## config.mk

```make
export PLATFORM = sky130hd
export DESIGN_NAME = process_controller_register_map
export DESIGN_NICKNAME = d
export VERILOG_FILES = /design/src/rtl/proc_ctrl_regs_pkg.sv /design/src/rtl/command_pulser.sv /design/src/rtl/process_controller_register_map.sv
export SDC_FILE = /design/constraint.sdc
export NUM_CORES = 1
export LEC_CHECK = 0
export ABC_AREA = 0
export BUFFER_PORTS_ARGS = -buffer_cell sky130_fd_sc_hd__buf_2
export CAP_MARGIN = 15
export CORE_MARGIN = 8
export CORE_UTILIZATION = 45
export CTS_CLUSTER_DIAMETER = 120
export DETAILED_ROUTE_END_ITERATION = 10
export GPL_TIMING_DRIVEN = 0
export PLACE_DENSITY = 0.78
export SYNTH_ARGS = -nofsm -noshare
export SYNTH_HDL_FRONTEND = slang
export SYNTH_HIERARCHICAL = 1
export SYNTH_SLANG_ARGS = --single-unit
```

## constraint.sdc

```tcl
create_clock -name i_sys_clk -period 11.1 [get_ports i_sys_clk]
set_clock_uncertainty 0.05 [all_clocks]
set_input_delay 0.555 -clock i_sys_clk [delete_from_list [all_inputs] [get_ports i_sys_clk]]
set_output_delay 0.555 -clock i_sys_clk [all_outputs]
set_load 0.005 [all_outputs]
```

## src/rtl/proc_ctrl_regs_pkg.sv

```systemverilog
package proc_ctrl_regs_pkg;

  // ---------------------------------------------------------------------------
  // Register addresses
  // ---------------------------------------------------------------------------
  localparam logic [15:0] REG_COMMAND_TRIGGER   = 16'h0FA0;
  localparam logic [15:0] REG_FIRMWARE_VERSION  = 16'h0FA1;
  localparam logic [15:0] REG_HARDWARE_OPTION   = 16'h0FA2;
  localparam logic [15:0] REG_CONTROLLER_STATE  = 16'h0FA3;
  localparam logic [15:0] REG_ALARM_STATE       = 16'h0FA4;
  localparam logic [15:0] REG_ERROR_STATE       = 16'h0FA5;
  localparam logic [15:0] REG_MEASURED_MAIN     = 16'h0FA6;
  localparam logic [15:0] REG_AUXILIARY_INPUT   = 16'h0FA7;
  localparam logic [15:0] REG_ACTIVE_SETPOINT   = 16'h0FA8;
  localparam logic [15:0] REG_LOOP_ONE_OUTPUT   = 16'h0FA9;
  localparam logic [15:0] REG_LOOP_TWO_OUTPUT   = 16'h0FAA;
  localparam logic [15:0] REG_TIMER_SECONDS     = 16'h0FAB;
  localparam logic [15:0] REG_HEATER_CURRENT_ON = 16'h0FAC;
  localparam logic [15:0] REG_HEATER_CURRENT_OFF = 16'h0FAD;
  localparam logic [15:0] REG_DISPLAY_UNIT      = 16'h0FAE;
  localparam logic [15:0] REG_MAIN_INPUT_KIND   = 16'h0FAF;

  // ---------------------------------------------------------------------------
  // Float areas
  // ---------------------------------------------------------------------------
  localparam logic [15:0] FLOAT_PAIR_LO   = 16'h1B58;
  localparam logic [15:0] FLOAT_PAIR_HI   = 16'h1BBB;
  localparam logic [15:0] FLOAT_WIDE_LO   = 16'h1D4C;
  localparam logic [15:0] FLOAT_WIDE_HI   = 16'h1DAF;
  localparam int          FLOAT_IDX_W     = 6;

  // ---------------------------------------------------------------------------
  // Write value limits
  // ---------------------------------------------------------------------------
  localparam logic [15:0] LOOP_OUTPUT_MAX = 16'h03E8;
  localparam logic [15:0] DISPLAY_UNIT_MAX = 16'h0002;
  localparam logic [15:0] INPUT_KIND_MAX  = 16'h000E;
  localparam logic [15:0] CMD_CODE_MIN    = 16'h0001;
  localparam logic [15:0] CMD_CODE_MAX    = 16'h0006;

  // ---------------------------------------------------------------------------
  // Reset values of writable registers
  // ---------------------------------------------------------------------------
  localparam logic [15:0] LOOP_OUTPUT_RST  = 16'h0000;
  localparam logic [15:0] DISPLAY_UNIT_RST = 16'h0000;
  localparam logic [15:0] INPUT_KIND_RST   = 16'h0000;
  localparam logic [15:0] WORD_ZERO        = 16'h0000;

  // ---------------------------------------------------------------------------
  // Version code field layout
  // ---------------------------------------------------------------------------
  localparam int OUT1_TYPE_LSB = 0;
  localparam int OUT2_TYPE_LSB = 3;
  localparam int OPTION_LSB    = 6;
  localparam int TYPE_FIELD_W  = 3;

  // ---------------------------------------------------------------------------
  // Exception codes
  // ---------------------------------------------------------------------------
  localparam logic [7:0] EXC_NONE      = 8'h00;
  localparam logic [7:0] EXC_BAD_ADDR  = 8'h02;
  localparam logic [7:0] EXC_BAD_VALUE = 8'h03;

  // ---------------------------------------------------------------------------
  // Command codes
  // ---------------------------------------------------------------------------
  localparam logic [15:0] CMD_AUTO          = 16'h0001;
  localparam logic [15:0] CMD_MANUAL        = 16'h0002;
  localparam logic [15:0] CMD_AUTOTUNE      = 16'h0003;
  localparam logic [15:0] CMD_CLEAR_ALARMS  = 16'h0004;
  localparam logic [15:0] CMD_FACTORY_SETUP = 16'h0005;
  localparam logic [15:0] CMD_FACTORY_PROGS = 16'h0006;

  // Request sequencing
  typedef enum logic [1:0] {
    ST_IDLE,
    ST_FETCH,
    ST_ANSWER
  } access_state_t;

  // Inclusive address window test
  function automatic logic addr_in(input logic [15:0] a, input logic [15:0] lo, input logic [15:0] hi);
    addr_in = (a >= lo) && (a <= hi);
  endfunction

endpackage

```

## src/rtl/command_pulser.sv

```systemverilog
`timescale 1ns/100ps
`default_nettype none
module command_pulser
  import proc_ctrl_regs_pkg::*;
(
  input  wire logic        i_sys_clk,
  input  wire logic        i_reset,
  input  wire logic        i_cmd_stb,
  input  wire logic [15:0] i_cmd_code,
  output logic             o_go_auto,
  output logic             o_go_manual,
  output logic             o_start_autotune,
  output logic             o_clear_alarms,
  output logic             o_restore_setup,
  output logic             o_restore_programs
);

  // ---------------------------------------------------------------------------
  // One-cycle action pulses per accepted command
  // ---------------------------------------------------------------------------
  always_ff @(posedge i_sys_clk or posedge i_reset) begin
    if (i_reset) begin
      o_go_auto          <= 1'b0;
      o_go_manual        <= 1'b0;
      o_start_autotune   <= 1'b0;
      o_clear_alarms     <= 1'b0;
      o_restore_setup    <= 1'b0;
      o_restore_programs <= 1'b0;
    end else begin
      o_go_auto          <= i_cmd_stb && (i_cmd_code == CMD_AUTO);
      o_go_manual        <= i_cmd_stb && (i_cmd_code == CMD_MANUAL);
      o_start_autotune   <= i_cmd_stb && (i_cmd_code == CMD_AUTOTUNE);
      o_clear_alarms     <= i_cmd_stb && (i_cmd_code == CMD_CLEAR_ALARMS);
      o_restore_setup    <= i_cmd_stb && (i_cmd_code == CMD_FACTORY_SETUP);
      o_restore_programs <= i_cmd_stb && (i_cmd_code == CMD_FACTORY_PROGS);
    end
  end

endmodule // command_pulser
`default_nettype wire

```

## src/rtl/process_controller_register_map.sv

```systemverilog
`timescale 1ns/100ps
`default_nettype none
module process_controller_register_map
  import proc_ctrl_regs_pkg::*;
(
  input  wire logic                   i_sys_clk,
  input  wire logic                   i_reset,
  // Decoded register request from the frame layer
  input  wire logic                   i_req_valid,
  output logic                        o_req_ready,
  input  wire logic                   i_req_fault,
  input  wire logic                   i_req_write,
  input  wire logic [15:0]            i_req_addr,
  input  wire logic [15:0]            i_req_wdata,
  // Answer to the frame layer
  output logic                        o_rsp_valid,
  output logic                        o_rsp_exc,
  output logic [7:0]                  o_rsp_exc_code,
  output logic [15:0]                 o_rsp_data,
  // Float value source
  output logic [FLOAT_IDX_W-1:0]      o_float_idx,
  input  wire logic [31:0]            i_float_value,
  // Controller state shown to the master
  input  wire logic [15:0]            i_firmware_version,
  input  wire logic [2:0]             i_out1_type,
  input  wire logic [2:0]             i_out2_type,
  input  wire logic [2:0]             i_option_kind,
  input  wire logic [15:0]            i_controller_state,
  input  wire logic [15:0]            i_alarm_state,
  input  wire logic [15:0]            i_error_state,
  input  wire logic [15:0]            i_measured_process_value,
  input  wire logic [15:0]            i_auxiliary_input,
  input  wire logic [15:0]            i_setpoint_value,
  input  wire logic [15:0]            i_timer_seconds,
  input  wire logic [15:0]            i_heater_current_on,
  input  wire logic [15:0]            i_heater_current_off,
  // Settings steering the controller
  output logic [15:0]                 o_loop_one_output,
  output logic [15:0]                 o_loop_two_output,
  output logic [15:0]                 o_display_unit,
  output logic [15:0]                 o_main_input_kind,
  // Command actions
  output logic                        o_go_auto,
  output logic                        o_go_manual,
  output logic                        o_start_autotune,
  output logic                        o_clear_alarms,
  output logic                        o_restore_setup,
  output logic                        o_restore_programs
);

  // ---------------------------------------------------------------------------
  // Declarations
  // ---------------------------------------------------------------------------
  access_state_t          state_r;
  access_state_t          state_nxt;
  logic                   write_r;
  logic [15:0]            addr_r;
  logic [15:0]            wdata_r;
  logic [15:0]            loop_one_r;
  logic [15:0]            loop_two_r;
  logic [15:0]            unit_r;
  logic [15:0]            input_kind_r;
  logic                   rsp_exc_r;
  logic [7:0]             rsp_code_r;
  logic [15:0]            rsp_data_r;
  logic [FLOAT_IDX_W-1:0] float_idx_r;
  logic [FLOAT_IDX_W-1:0] float_idx_nxt;
  logic                   take_req;
  logic                   in_pair_area;
  logic                   in_wide_area;
  logic [15:0]            area_offset;
  logic                   rd_hi_word;
  logic [15:0]            version_code;
  logic [15:0]            rd_data;
  logic [7:0]             exc_code;
  logic                   wr_loop_one;
  logic                   wr_loop_two;
  logic                   wr_unit;
  logic                   wr_input_kind;
  logic                   cmd_stb;

  // ---------------------------------------------------------------------------
  // Handshake
  // ---------------------------------------------------------------------------
  // One request in flight; answer shown in ANSWER state only
  assign o_req_ready = (state_r == ST_IDLE);
  assign o_rsp_valid = (state_r == ST_ANSWER);
  assign take_req    = i_req_valid && o_req_ready && !i_req_fault;

  // Outputs from flip-flops
  assign o_rsp_exc         = rsp_exc_r;
  assign o_rsp_exc_code    = rsp_code_r;
  assign o_rsp_data        = rsp_data_r;
  assign o_float_idx       = float_idx_r;
  assign o_loop_one_output = loop_one_r;
  assign o_loop_two_output = loop_two_r;
  assign o_display_unit    = unit_r;
  assign o_main_input_kind = input_kind_r;

  // ---------------------------------------------------------------------------
  // Sequencer
  // ---------------------------------------------------------------------------
  // Faulty requests are dropped in IDLE and never answered
  always_comb begin
    state_nxt = state_r;
    unique case (state_r)
      ST_IDLE:   if (take_req) state_nxt = ST_FETCH;
      ST_FETCH:  state_nxt = ST_ANSWER;
      ST_ANSWER: state_nxt = ST_IDLE;
    endcase
  end

  always_ff @(posedge i_sys_clk or posedge i_reset) begin
    if (i_reset) begin
      state_r <= ST_IDLE;
    end else begin
      state_r <= state_nxt;
    end
  end

  // ---------------------------------------------------------------------------
  // Request capture
  // ---------------------------------------------------------------------------
  // Float index is chosen at capture so the source has a full cycle
  always_comb begin
    float_idx_nxt = '0;
    if (addr_in(i_req_addr, FLOAT_PAIR_LO, FLOAT_PAIR_HI)) begin
      float_idx_nxt = FLOAT_IDX_W'((i_req_addr - FLOAT_PAIR_LO) >> 1);
    end else if (addr_in(i_req_addr, FLOAT_WIDE_LO, FLOAT_WIDE_HI)) begin
      float_idx_nxt = FLOAT_IDX_W'((i_req_addr - FLOAT_WIDE_LO) >> 1);
    end
  end

  always_ff @(posedge i_sys_clk or posedge i_reset) begin
    if (i_reset) begin
      write_r     <= 1'b0;
      addr_r      <= WORD_ZERO;
      wdata_r     <= WORD_ZERO;
      float_idx_r <= '0;
    end else if (take_req) begin
      write_r     <= i_req_write;
      addr_r      <= i_req_addr;
      wdata_r     <= i_req_wdata;
      float_idx_r <= float_idx_nxt;
    end
  end

  // ---------------------------------------------------------------------------
  // Area decode
  // ---------------------------------------------------------------------------
  assign in_pair_area = addr_in(addr_r, FLOAT_PAIR_LO, FLOAT_PAIR_HI);
  assign in_wide_area = addr_in(addr_r, FLOAT_WIDE_LO, FLOAT_WIDE_HI);
  // Even position carries the upper half of the float
  assign area_offset  = in_pair_area ? (addr_r - FLOAT_PAIR_LO) : (addr_r - FLOAT_WIDE_LO);
  assign rd_hi_word   = !area_offset[0];

  // Version code word assembled from fitted hardware
  always_comb begin
    version_code = WORD_ZERO;
    version_code[OUT1_TYPE_LSB +: TYPE_FIELD_W] = i_out1_type;
    version_code[OUT2_TYPE_LSB +: TYPE_FIELD_W] = i_out2_type;
    version_code[OPTION_LSB +: TYPE_FIELD_W]    = i_option_kind;
  end

  // ---------------------------------------------------------------------------
  // Read data, write enables and exception choice
  // ---------------------------------------------------------------------------
  always_comb begin
    rd_data       = WORD_ZERO;
    exc_code      = EXC_NONE;
    wr_loop_one   = 1'b0;
    wr_loop_two   = 1'b0;
    wr_unit       = 1'b0;
    wr_input_kind = 1'b0;
    cmd_stb       = 1'b0;
    if (in_pair_area || in_wide_area) begin
      if (write_r) begin
        exc_code = EXC_BAD_VALUE;
      end else begin
        rd_data = rd_hi_word ? i_float_value[31:16] : i_float_value[15:0];
      end
    end else begin
      unique case (addr_r)
        REG_COMMAND_TRIGGER: begin
          if (write_r) begin
            if (addr_in(wdata_r, CMD_CODE_MIN, CMD_CODE_MAX)) begin
              cmd_stb = 1'b1;
            end else begin
              exc_code = EXC_BAD_VALUE;
            end
          end
        end
        REG_FIRMWARE_VERSION:   rd_data = i_firmware_version;
        REG_HARDWARE_OPTION:    rd_data = version_code;
        REG_CONTROLLER_STATE:   rd_data = i_controller_state;
        REG_ALARM_STATE:        rd_data = i_alarm_state;
        REG_ERROR_STATE:        rd_data = i_error_state;
        REG_MEASURED_MAIN:      rd_data = i_measured_process_value;
        REG_AUXILIARY_INPUT:    rd_data = i_auxiliary_input;
        REG_ACTIVE_SETPOINT:    rd_data = i_setpoint_value;
        REG_TIMER_SECONDS:      rd_data = i_timer_seconds;
        REG_HEATER_CURRENT_ON:  rd_data = i_heater_current_on;
        REG_HEATER_CURRENT_OFF: rd_data = i_heater_current_off;
        REG_LOOP_ONE_OUTPUT: begin
          rd_data = loop_one_r;
          if (write_r) begin
            if (wdata_r <= LOOP_OUTPUT_MAX) wr_loop_one = 1'b1;
            else exc_code = EXC_BAD_VALUE;
          end
        end
        REG_LOOP_TWO_OUTPUT: begin
          rd_data = loop_two_r;
          if (write_r) begin
            if (wdata_r <= LOOP_OUTPUT_MAX) wr_loop_two = 1'b1;
            else exc_code = EXC_BAD_VALUE;
          end
        end
        REG_DISPLAY_UNIT: begin
          rd_data = unit_r;
          if (write_r) begin
            if (wdata_r <= DISPLAY_UNIT_MAX) wr_unit = 1'b1;
            else exc_code = EXC_BAD_VALUE;
          end
        end
        REG_MAIN_INPUT_KIND: begin
          rd_data = input_kind_r;
          if (write_r) begin
            if (wdata_r <= INPUT_KIND_MAX) wr_input_kind = 1'b1;
            else exc_code = EXC_BAD_VALUE;
          end
        end
        default: exc_code = EXC_BAD_ADDR;
      endcase
      // Read-only registers refuse writes
      if (write_r && (exc_code == EXC_NONE) && !cmd_stb && !wr_loop_one && !wr_loop_two
          && !wr_unit && !wr_input_kind) begin
        exc_code = EXC_BAD_VALUE;
      end
    end
  end

  // ---------------------------------------------------------------------------
  // Writable settings
  // ---------------------------------------------------------------------------
  // Loop outputs, tenths of a percent
  always_ff @(posedge i_sys_clk or posedge i_reset) begin
    if (i_reset) begin
      loop_one_r <= LOOP_OUTPUT_RST;
      loop_two_r <= LOOP_OUTPUT_RST;
    end else if (state_r == ST_FETCH) begin
      if (wr_loop_one) loop_one_r <= wdata_r;
      if (wr_loop_two) loop_two_r <= wdata_r;
    end
  end

  // Display unit and main input kind
  always_ff @(posedge i_sys_clk or posedge i_reset) begin
    if (i_reset) begin
      unit_r       <= DISPLAY_UNIT_RST;
      input_kind_r <= INPUT_KIND_RST;
    end else if (state_r == ST_FETCH) begin
      if (wr_unit) unit_r <= wdata_r;
      if (wr_input_kind) input_kind_r <= wdata_r;
    end
  end

  // ---------------------------------------------------------------------------
  // Answer registers
  // ---------------------------------------------------------------------------
  // Data is cleared on any exception so nothing stale leaks out
  always_ff @(posedge i_sys_clk or posedge i_reset) begin
    if (i_reset) begin
      rsp_exc_r  <= 1'b0;
      rsp_code_r <= EXC_NONE;
      rsp_data_r <= WORD_ZERO;
    end else if (state_r == ST_FETCH) begin
      rsp_exc_r  <= (exc_code != EXC_NONE);
      rsp_code_r <= exc_code;
      rsp_data_r <= (exc_code == EXC_NONE && !write_r) ? rd_data : WORD_ZERO;
    end
  end

  // ---------------------------------------------------------------------------
  // Command actions
  // ---------------------------------------------------------------------------
  command_pulser u_command_pulser (
    .i_sys_clk          (i_sys_clk),
    .i_reset            (i_reset),
    .i_cmd_stb          (cmd_stb && (state_r == ST_FETCH)),
    .i_cmd_code         (wdata_r),
    .o_go_auto          (o_go_auto),
    .o_go_manual        (o_go_manual),
    .o_start_autotune   (o_start_autotune),
    .o_clear_alarms     (o_clear_alarms),
    .o_restore_setup    (o_restore_setup),
    .o_restore_programs (o_restore_programs)
  );

endmodule // process_controller_register_map
`default_nettype wire

```

Word level (Yosys, flattened, before mapping)
Cells that the tools add are included.

operators by class
  add/subtract/negate cells = 4
  order comparisons = 13
  equality and inequality tests = 25
  multiplexer cells = 46
  reduce and logical (&&, ||, !) cells = 39

operators with widths
  kind                                                                                    count
  16-bit by 12-bit equality test with 1-bit output (second input constant)                16
  16-bit case mux with 15 select lines                                                    1
  16-bit by 13-bit greater-or-equal comparator with 1-bit output (second input constant)  4
  16-bit by 13-bit less-or-equal comparator with 1-bit output (second input constant)     4
  16-bit two-way mux                                                                      4
  16-bit by 3-bit equality test with 1-bit output (second input constant)                 3
  16-bit by 2-bit equality test with 1-bit output (second input constant)                 2
  1-bit two-way mux                                                                       24
  8-bit two-way mux                                                                       3
  1-bit logical AND                                                                       21
  2-bit two-way mux                                                                       10
  16-bit by 1-bit equality test with 1-bit output (second input constant)                 1
  16-bit by 1-bit greater-or-equal comparator with 1-bit output (second input constant)   1
  16-bit by 10-bit less-or-equal comparator with 1-bit output (second input constant)     1
  16-bit by 2-bit less-or-equal comparator with 1-bit output (second input constant)      1
  16-bit by 3-bit less-or-equal comparator with 1-bit output (second input constant)      1
  16-bit by 4-bit less-or-equal comparator with 1-bit output (second input constant)      1
  8-bit logical NOT                                                                       2
  7-bit subtractor (second input constant)                                                2
  6-bit two-way mux                                                                       2
  11-bit OR reduction                                                                     1
  2-bit case mux with 5 select lines                                                      1
  2-bit AND reduction                                                                     4
  8-bit nonzero test                                                                      1
  other kinds (9)                                                                         16

word-level totals
  bits in registers = 136
  input port bits = 238
  output and inout bits = 103
  logic and storage cells = 145

Longest topological paths before layout
Gate-level depths: netlist (run 1).

  word-level depth = 18
  depth in mapped cells = 9
  mapped depth without buffers = 8

Modules after synthesis
Netlist (run 1), hierarchy kept.

modules (own cells, without submodules)
  module                           instances  cells each  area each (um2)  seq. area each (um2)
  process_controller_register_map  1          836         7,612.3          3,103.0
  command_pulser                   1          23          274.0            150.1

Least setup slack after synthesis (run 1)
OpenSTA, ideal clock, no wires.

  path kind = reg-to-reg
  start = register addr_r[2]
  end = register unit_r[5], in the netlist o_display_unit[5]
  setup time = 118 ps
  arrival time = 2,231 ps
  data required time = 10,932 ps
  slack = 8,700 ps
  cell stages (with the launch flop) = 8
  path buffers = 2
  period minus slack after synthesis = 2,400 ps
  path through = dfrtp_1 > buf_2 > a2111oi_0 > nor4_1 > o311a_1 > nor4b_4 > clkbuf_1 > and2b_1

between the ends
  word-level cells in the longest chain between the ends = 5
  elaborated cells on any way between the ends = 12
  those cells by class = 4 x order compare; 1 x eq/ne; 3 x mux; 4 x reduce/logical

RTL lines
  what                                                                                          line                                                              source
  start: declaration                                                                            process_controller_register_map.sv:57                             logic [15:0] addr_r;
  start signal: assignment                                                                      process_controller_register_map.sv:142                            addr_r <= i_req_addr;
  16-bit by 13-bit greater-or-equal comparator with 1-bit output, or another cell as far along  proc_ctrl_regs_pkg.sv:83                                          addr_in = (a >= lo) && (a <= hi);
  1-bit logical AND or 1-bit two-way mux (tied branches)                                        proc_ctrl_regs_pkg.sv:83, process_controller_register_map.sv:183
  1-bit logical OR or 1-bit two-way mux (tied branches)                                         process_controller_register_map.sv:176                            if (in_pair_area || in_wide_area) begin
  1-bit two-way mux *                                                                           process_controller_register_map.sv:176
  2-bit AND reduction (no source line) *                                                        --
  end signal: assignment                                                                        process_controller_register_map.sv:262                            if (wr_unit) unit_r <= wdata_r;
  end: declaration                                                                              process_controller_register_map.sv:61                             logic [15:0] unit_r;

Mark *: on every way between the ends. The rest lies on a longest branch, timed or not. The select of a mux whose other input is x is not followed.
A chain may end at the register's enable or synchronous reset.

Final worst setup path (run 1)
  start = register addr_r[3]
  end = register unit_r[9], in the netlist o_display_unit[9]

Same word-level chain as after synthesis.

==> results.yml, run 1 <==
outcome:
  outcome: "finished clean"
critical_path:
  r2r-start: "addr_r[3]"
  r2r_end: "o_display_unit[9]"
  startpoint_type: "flop"
  r2r_slack_ns: 7.68
  worstRegToRegCells: 7
  path_max_fanout: 10
  critPathRequiredTime_ns: 11.37
  cp.arrival_ns: 3.68
  setup.worst_path.end_class: "flop"
  crit_type: "reg -> reg"
global_route:
  grt-ovfl-total: 0
  antenna_found_initial: 9
  grt_usage: 0.347
  grt_pass1_vias: 9226
  grt_first_pass_wirelength_um: 57200
  grt_start_max_net_pins: 79
yosys:
  synth_edf_count: 0
  synthSimpleGateAreaFrac: 0.285
  yosysUniqueCellTypes: 81
  synth_top_cell_area_share: 0.413
  synth.area.mux_share: 0.0906
  ys_ff_latch: 130
  synth_area_leaders: "dfrtp_1 (41%), nand2_1 (6.1%), nand4_1 (4.5%)"
  yosys.area.top_type: "dfrtp_1"
  synth_top_family_by_area: "simple AND/OR/NAND/NOR gates"
  synth-compound-area-share: 0.150
  ys_warn_count: 6
  yosysMostFrequentCell: "dfrtp_1"
  synth_xor_area_frac: 0.00555
  synth_area_um2: 7890
  syn_inst: 859
  syn_avg_cell_area_um2: 9.18
  async_flop_share: 1.00
  synth-seq-area-share: 0.413
  ys_top_cells_by_count: "dfrtp_1 (130), nand2_1 (128), nand3_1 (60)"
  yosys.area_share.adder: 0.0111
  synthFlopType: "dfrtp_1"
timing:
  setup_violations: 0
  post-route-period-util: 0.308
  fin_crit_ns: 3.42
  worst_slew_pin_slew_ns: 1.13
  hold_viol: 0
  rsz0062_at_grt: "false"
  fmax_mhz: 293
  slew_viol_final: 0
  relSlewSlack: 0.237
  finalSetupTns_ns: 0
floorplanning:
  core_um2: 17200
  fp.dieW_um: 148
  ios: 341
  die_y_um: 148
  rows: 48
  start_util: 0.458
  die-area_um2: 22000
clocking:
  clock_latency_ns: 0.43
  post_cts_buffers: 0
  ctsLongestPathBuffers: 2
  cts_resized: 0
  tritoncts: "yes"
  root_buffer: "clkbuf_16"
  cts_hold_buf: 0
  cts_buffers: 17
  cts.clk_slew.worst_paths_ns: 0.06
  cts.sinks: 130
  cts.htree.levels: 4
final_layout:
  finalNetCount: 1463
  final_cell_area_um2: 10600
  filler_cell_count: 1581
  regArea_um2: 3250
  area_delta_synth_final_pct: 33.8
  fin_util: 0.612
  multi_input_area_um2: 4300
  drive_gt1_frac: 0.356
place:
  placed_area_um2: 9890
  numPortBuffers: 333
  place_hpwl_um: 30800
  place.gp.congestion: 0.999
power_and_ir_drop:
  power_density_nw_per_um2: 192
  p_leak_nw: 5.24
  ir_drop_v: 0.000135
  p_total_mw: 2.02
job:
  cap_violations: 0
drt:
  vias: 9085
  antenna_left: 0
  viasPerCell: 6.21
  dr.pass1.iters: 6
  routed_wl_um: 38700
  wire_per_inst_um: 26.4
  drtIter0Drc: 1127
  drc: 0
min_path:
  hold_class: "in -> async"
layout make-up:
type,instances,area share
diodes,8,0.00190
clock buffers,21,0.0436
plain buffers,76,0.0305
clock inverters,11,0.0166
repair buffers,335,0.162
well taps,225,0.0267
inverters,9,0.00368
flip-flops and latches,130,0.308
multi-input cells,649,0.407
stage by stage:
step	setup WS (ns)	std cells	hold WS, ns
2_1_floorplan	7.20	864	0.296
3_3_place_gp	5.64	1422	0.412
3_5_place_dp	7.56	1423	0.414
4_1_cts	7.61	1455	0.0273
5_1_grt	7.60	1459	0.0431
6_report	7.68	1464	0.0259
per-layer routing:
layer,up-vias,GRT usage,part of all wire
met1,4262,0.399,0.35
met2,723,0.563,0.47
met5,-,0,0.00096
li1,3934,-,-
met4,6,0.182,0.056
met3,160,0.119,0.12
critical path, stage by stage (launching register included):
cell      delay [ns]
dfrtp_1         0.42
clkbuf_1        0.34
and2_1          0.18
clkbuf_1        0.51
nand4_1         0.39
nor4b_4         0.62
clkbuf_1        0.53
and2b_1         0.26
flip-flops by register name, indices dropped and copies added, names as in the netlist, 2 cells and up:
name               cells
o_main_input_kind     16
wdata_r               16
state_r                2
o_loop_two_output     16
o_rsp_data            16
addr_r                16
o_float_idx            6
o_rsp_exc_code         2
o_loop_one_output     16
o_display_unit        16
kinds of logic (layout without fill, tap and decap cells):
family          count (synthesis)  in the layout
mux                            65             65
xor+xnor                        5              5
fa+ha+maj                       7              7
other cells                     1             14
compound gates                154            154
simple gates                  412            412
flops                         130            130
buf+inv                        85            452
report_power, final:
group,switching [mW],internal (mW),leakage (nW)
clock,0.223,0.390,0.305
sequential,0.0951,0.545,1.74
combinational,0.521,0.250,3.20
worst max-delay path by stage:
stage	to	startpoint	cells past startpoint
floorplan	addr_r[0]	i_reset	1
global placement	o_main_input_kind[7]	i_reset	2
detailed placement	o_rsp_data[15]	addr_r[0]	8
CTS	o_rsp_data[15]	addr_r[1]	8
global route	o_display_unit[5]	addr_r[3]	7
finish	o_display_unit[9]	addr_r[3]	7
cells in the final DEF (no fill, tap or decap), types with 9 or more instances in the layout:
master,instances
a32oi_1,12
nand3_1,60
buf_1,14
o21ai_0,26
buf_2,344
nand2_1,128
a21oi_1,17
a2bb2oi_1,14
o2bb2ai_1,9
nor4_1,12
mux2_2,31
clkbuf_16,17
and2_1,29
dfrtp_1,130
nor2_1,33
nand4_1,57
and3_1,13
nor3_1,12
clkbuf_1,47
nor2b_1,16
mux2i_1,32
No activity file was read; power rests on OpenSTA's default activity.
==> inputs of run 2 (changes only) <==
Settings changed: CORE_UTILIZATION 45 to 44, PLACE_DENSITY 0.78 to 0.8.
Clock period 11.1 ns to 2.7 ns, I/O delays scaled along.
==> run 2 against run 1 <==
Net effect:
- combinational power rose to 4.4 times the previous value
- wire length rose by 5.9%
- count of clock-buffer cells in the layout fell by 2
- largest cell class unchanged
- worst setup slack got worse by 7.7 ns
- critical path type unchanged
- sequential power rose to 4.2 times the previous value
- first-iteration DRC count fell by 15%
- clock power rose to 3.7 times the previous value
- hold slack got worse by 0.0063 ns
- the run now ends with setup timing left
- design area rose by 5.6%
- sequential share of layout area fell by 1.6 points
- global-route usage rose by 0.47 points
- non-clock buffer count rose by 41
==> results.yml, run 2 (same netlist as run 1, synthesis figures left out) <==
outcome:
  outcome: "finished with violations"
  violations: "setup timing"
clocking:
  ctsLongestPathBuffers: 2
  clock_latency_ns: 0.42
  cts.htree.levels: 4
  tritoncts: "yes"
  cts.sinks: 130
  cts.clk_slew.worst_paths_ns: 0.06
  cts_buffers: 17
  root_buffer: "clkbuf_16"
critical_path:
  path_cells: "buf_2 > and2_1 > clkbuf_2 > clkbuf_1 > nand3_1 > nand4_1 > a2111oi_4 > o21ai_0"
  critPathRequiredTime_ns: 2.94
  path_max_fanout: 10
  crit_path_top_delay_cell: "a2111oi_4"
  crit_type: "reg -> reg"
  setup.worst_path.end_class: "flop"
  cp.arrival_ns: 2.95
  slowest_delay_ns: 0.49
  startpoint_type: "flop"
final_layout:
  stdcell_count: 1508
  layout_commonest_cell: "buf_2"
  final_cell_mix: "buf_2 (348), dfrtp_1 (129), nand2_1 (128), nand3_1 (60), nand4_1 (57)"
  area_delta_synth_final_pct: 41.3
  finalNetCount: 1504
  drive_gt1_frac: 0.398
timing:
  post-route-period-util: 1.00
  fin_crit_ns: 2.71
  setup_ws_ns: -0.00922
  setup_violations: 2
  rsz0062_at_grt: "true"
  worst_slew_pin_slew_ns: 0.815
  relSlewSlack: 0.455
  slew_viol_final: 0
  fmax_mhz: 369
  finalSetupTns_ns: -0.0114
  hold_viol: 0
power_and_ir_drop:
  power_density_nw_per_um2: 750
  ir_drop_v: 0.000564
  p_leak_nw: 5.56
floorplanning:
  fp.dieW_um: 150
  start_util: 0.444
  rows: 49
  die-area_um2: 22500
  die_y_um: 150
  ios: 341
  core_um2: 17800
drt:
  dr.pass1.iters: 5
  antenna_left: 0
  drc: 0
  routed_wl_um: 41000
  viasPerCell: 6.30
  drtIter0Drc: 958
  vias: 9493
  wire_per_inst_um: 27.2
global_route:
  grt_first_pass_wirelength_um: 59000
  grt_usage: 0.352
  grt_pass1_vias: 9420
  grt_start_max_net_pins: 35
  grt-ovfl-total: 0
  antenna_found_initial: 7
place:
  numPortBuffers: 333
  dp_cells: 1429
  place.gp.congestion: 0.985
  place_hpwl_um: 31800
min_path:
  hold_class: "in -> reg"
job:
  cap_violations: 0
[run 2: changes by cell type in the layout (fill, tap and decap cells not counted), moves of 5 or more]
cell           before  now
dlygate4sd3_1       0   33
nor4_1             12    7
clkbuf_1           47   22
clkbuf_2            0   20
buf_4               6   19
buf_1              14    4
[run 2: power by group]
part / switching (mW) / leakage [nW] / internal [mW]
combinational: 2.22 / 3.53 / 1.17
sequential: 0.440 / 1.74 / 2.24
clock: 0.959 / 0.286 / 1.33
total: 3.61 / 5.56 / 4.74
[run 2: what timing repair did]
action / in CTS / in global routing
hold buffers: 33 / 0
endpoints found under the hold margin: 67 / 0
setup endpoints to repair: 58 / 85
resized for setup: 32 / 53
pin swaps: 9 / 3
buffers inserted: 7 / 3
[run 2: layout make-up]
type,count,area [um2]
fill,1520,6630
multi-input combinational,649,4470
sequential,130,3250
timing repair buffer,379,2130
clock buffer,19,453
buffer,73,370
tap,229,287
clock inverter,13,125
inverter,9,38.8
antenna,7,17.5
[run 2: through the flow]
step           power (mW)  worst slack (ns)  cell area, um2  hold slack [ns]  utilization
4_1_cts              8.06           0.00153           11000           0.0113        0.616
2_1_floorplan        4.45             0.300            7910           -0.124            -
3_3_place_gp         5.63            -0.669            9860           0.0241        0.555
6_report             8.36          -0.00922           11100           0.0196        0.627
5_1_grt              8.67           -0.0700           11100           0.0314        0.626
3_5_place_dp         5.70            -0.749            9920           0.0359        0.558
[run 2: worst paths after layout]
| check | startpoint | end | slack, ns | depth (start not counted) |
|---|---|---|---|---|
| max | addr_r[0] | o_rsp_data[6] | -0.009 | 8 |
| min | i_float_value[23] | o_rsp_data[7] | 0.02 | 4 |
| max reg2reg | addr_r[0] | o_rsp_data[6] | -0.009 | 8 |
| min reg2reg | o_rsp_exc_code[1] | o_rsp_exc_code[1] | 0.43 | 2 |
| max in group asynchronous | i_reset | o_main_input_kind[11] | 1.32 | 5 |
| min in group asynchronous | i_reset | u_command_pulser/o_go_auto | 0.15 | 3 |
[run 2: routing by layer]
metal  global-route usage  wire [um]  vias up
met5                    0         55        -
met4                0.198       2720        8
met3                0.108       5040      177
met2                0.573      19200      777
met1                0.405      14000     4511
li1                     -          -     4020
[run 2: critical path: cells and delay by family, from the launching register on]
family | cells | cell delay (ns)
compound gates | 2 | 0.61
buf+inv | 3 | 0.87
flops | 1 | 0.40
simple gates | 3 | 0.62
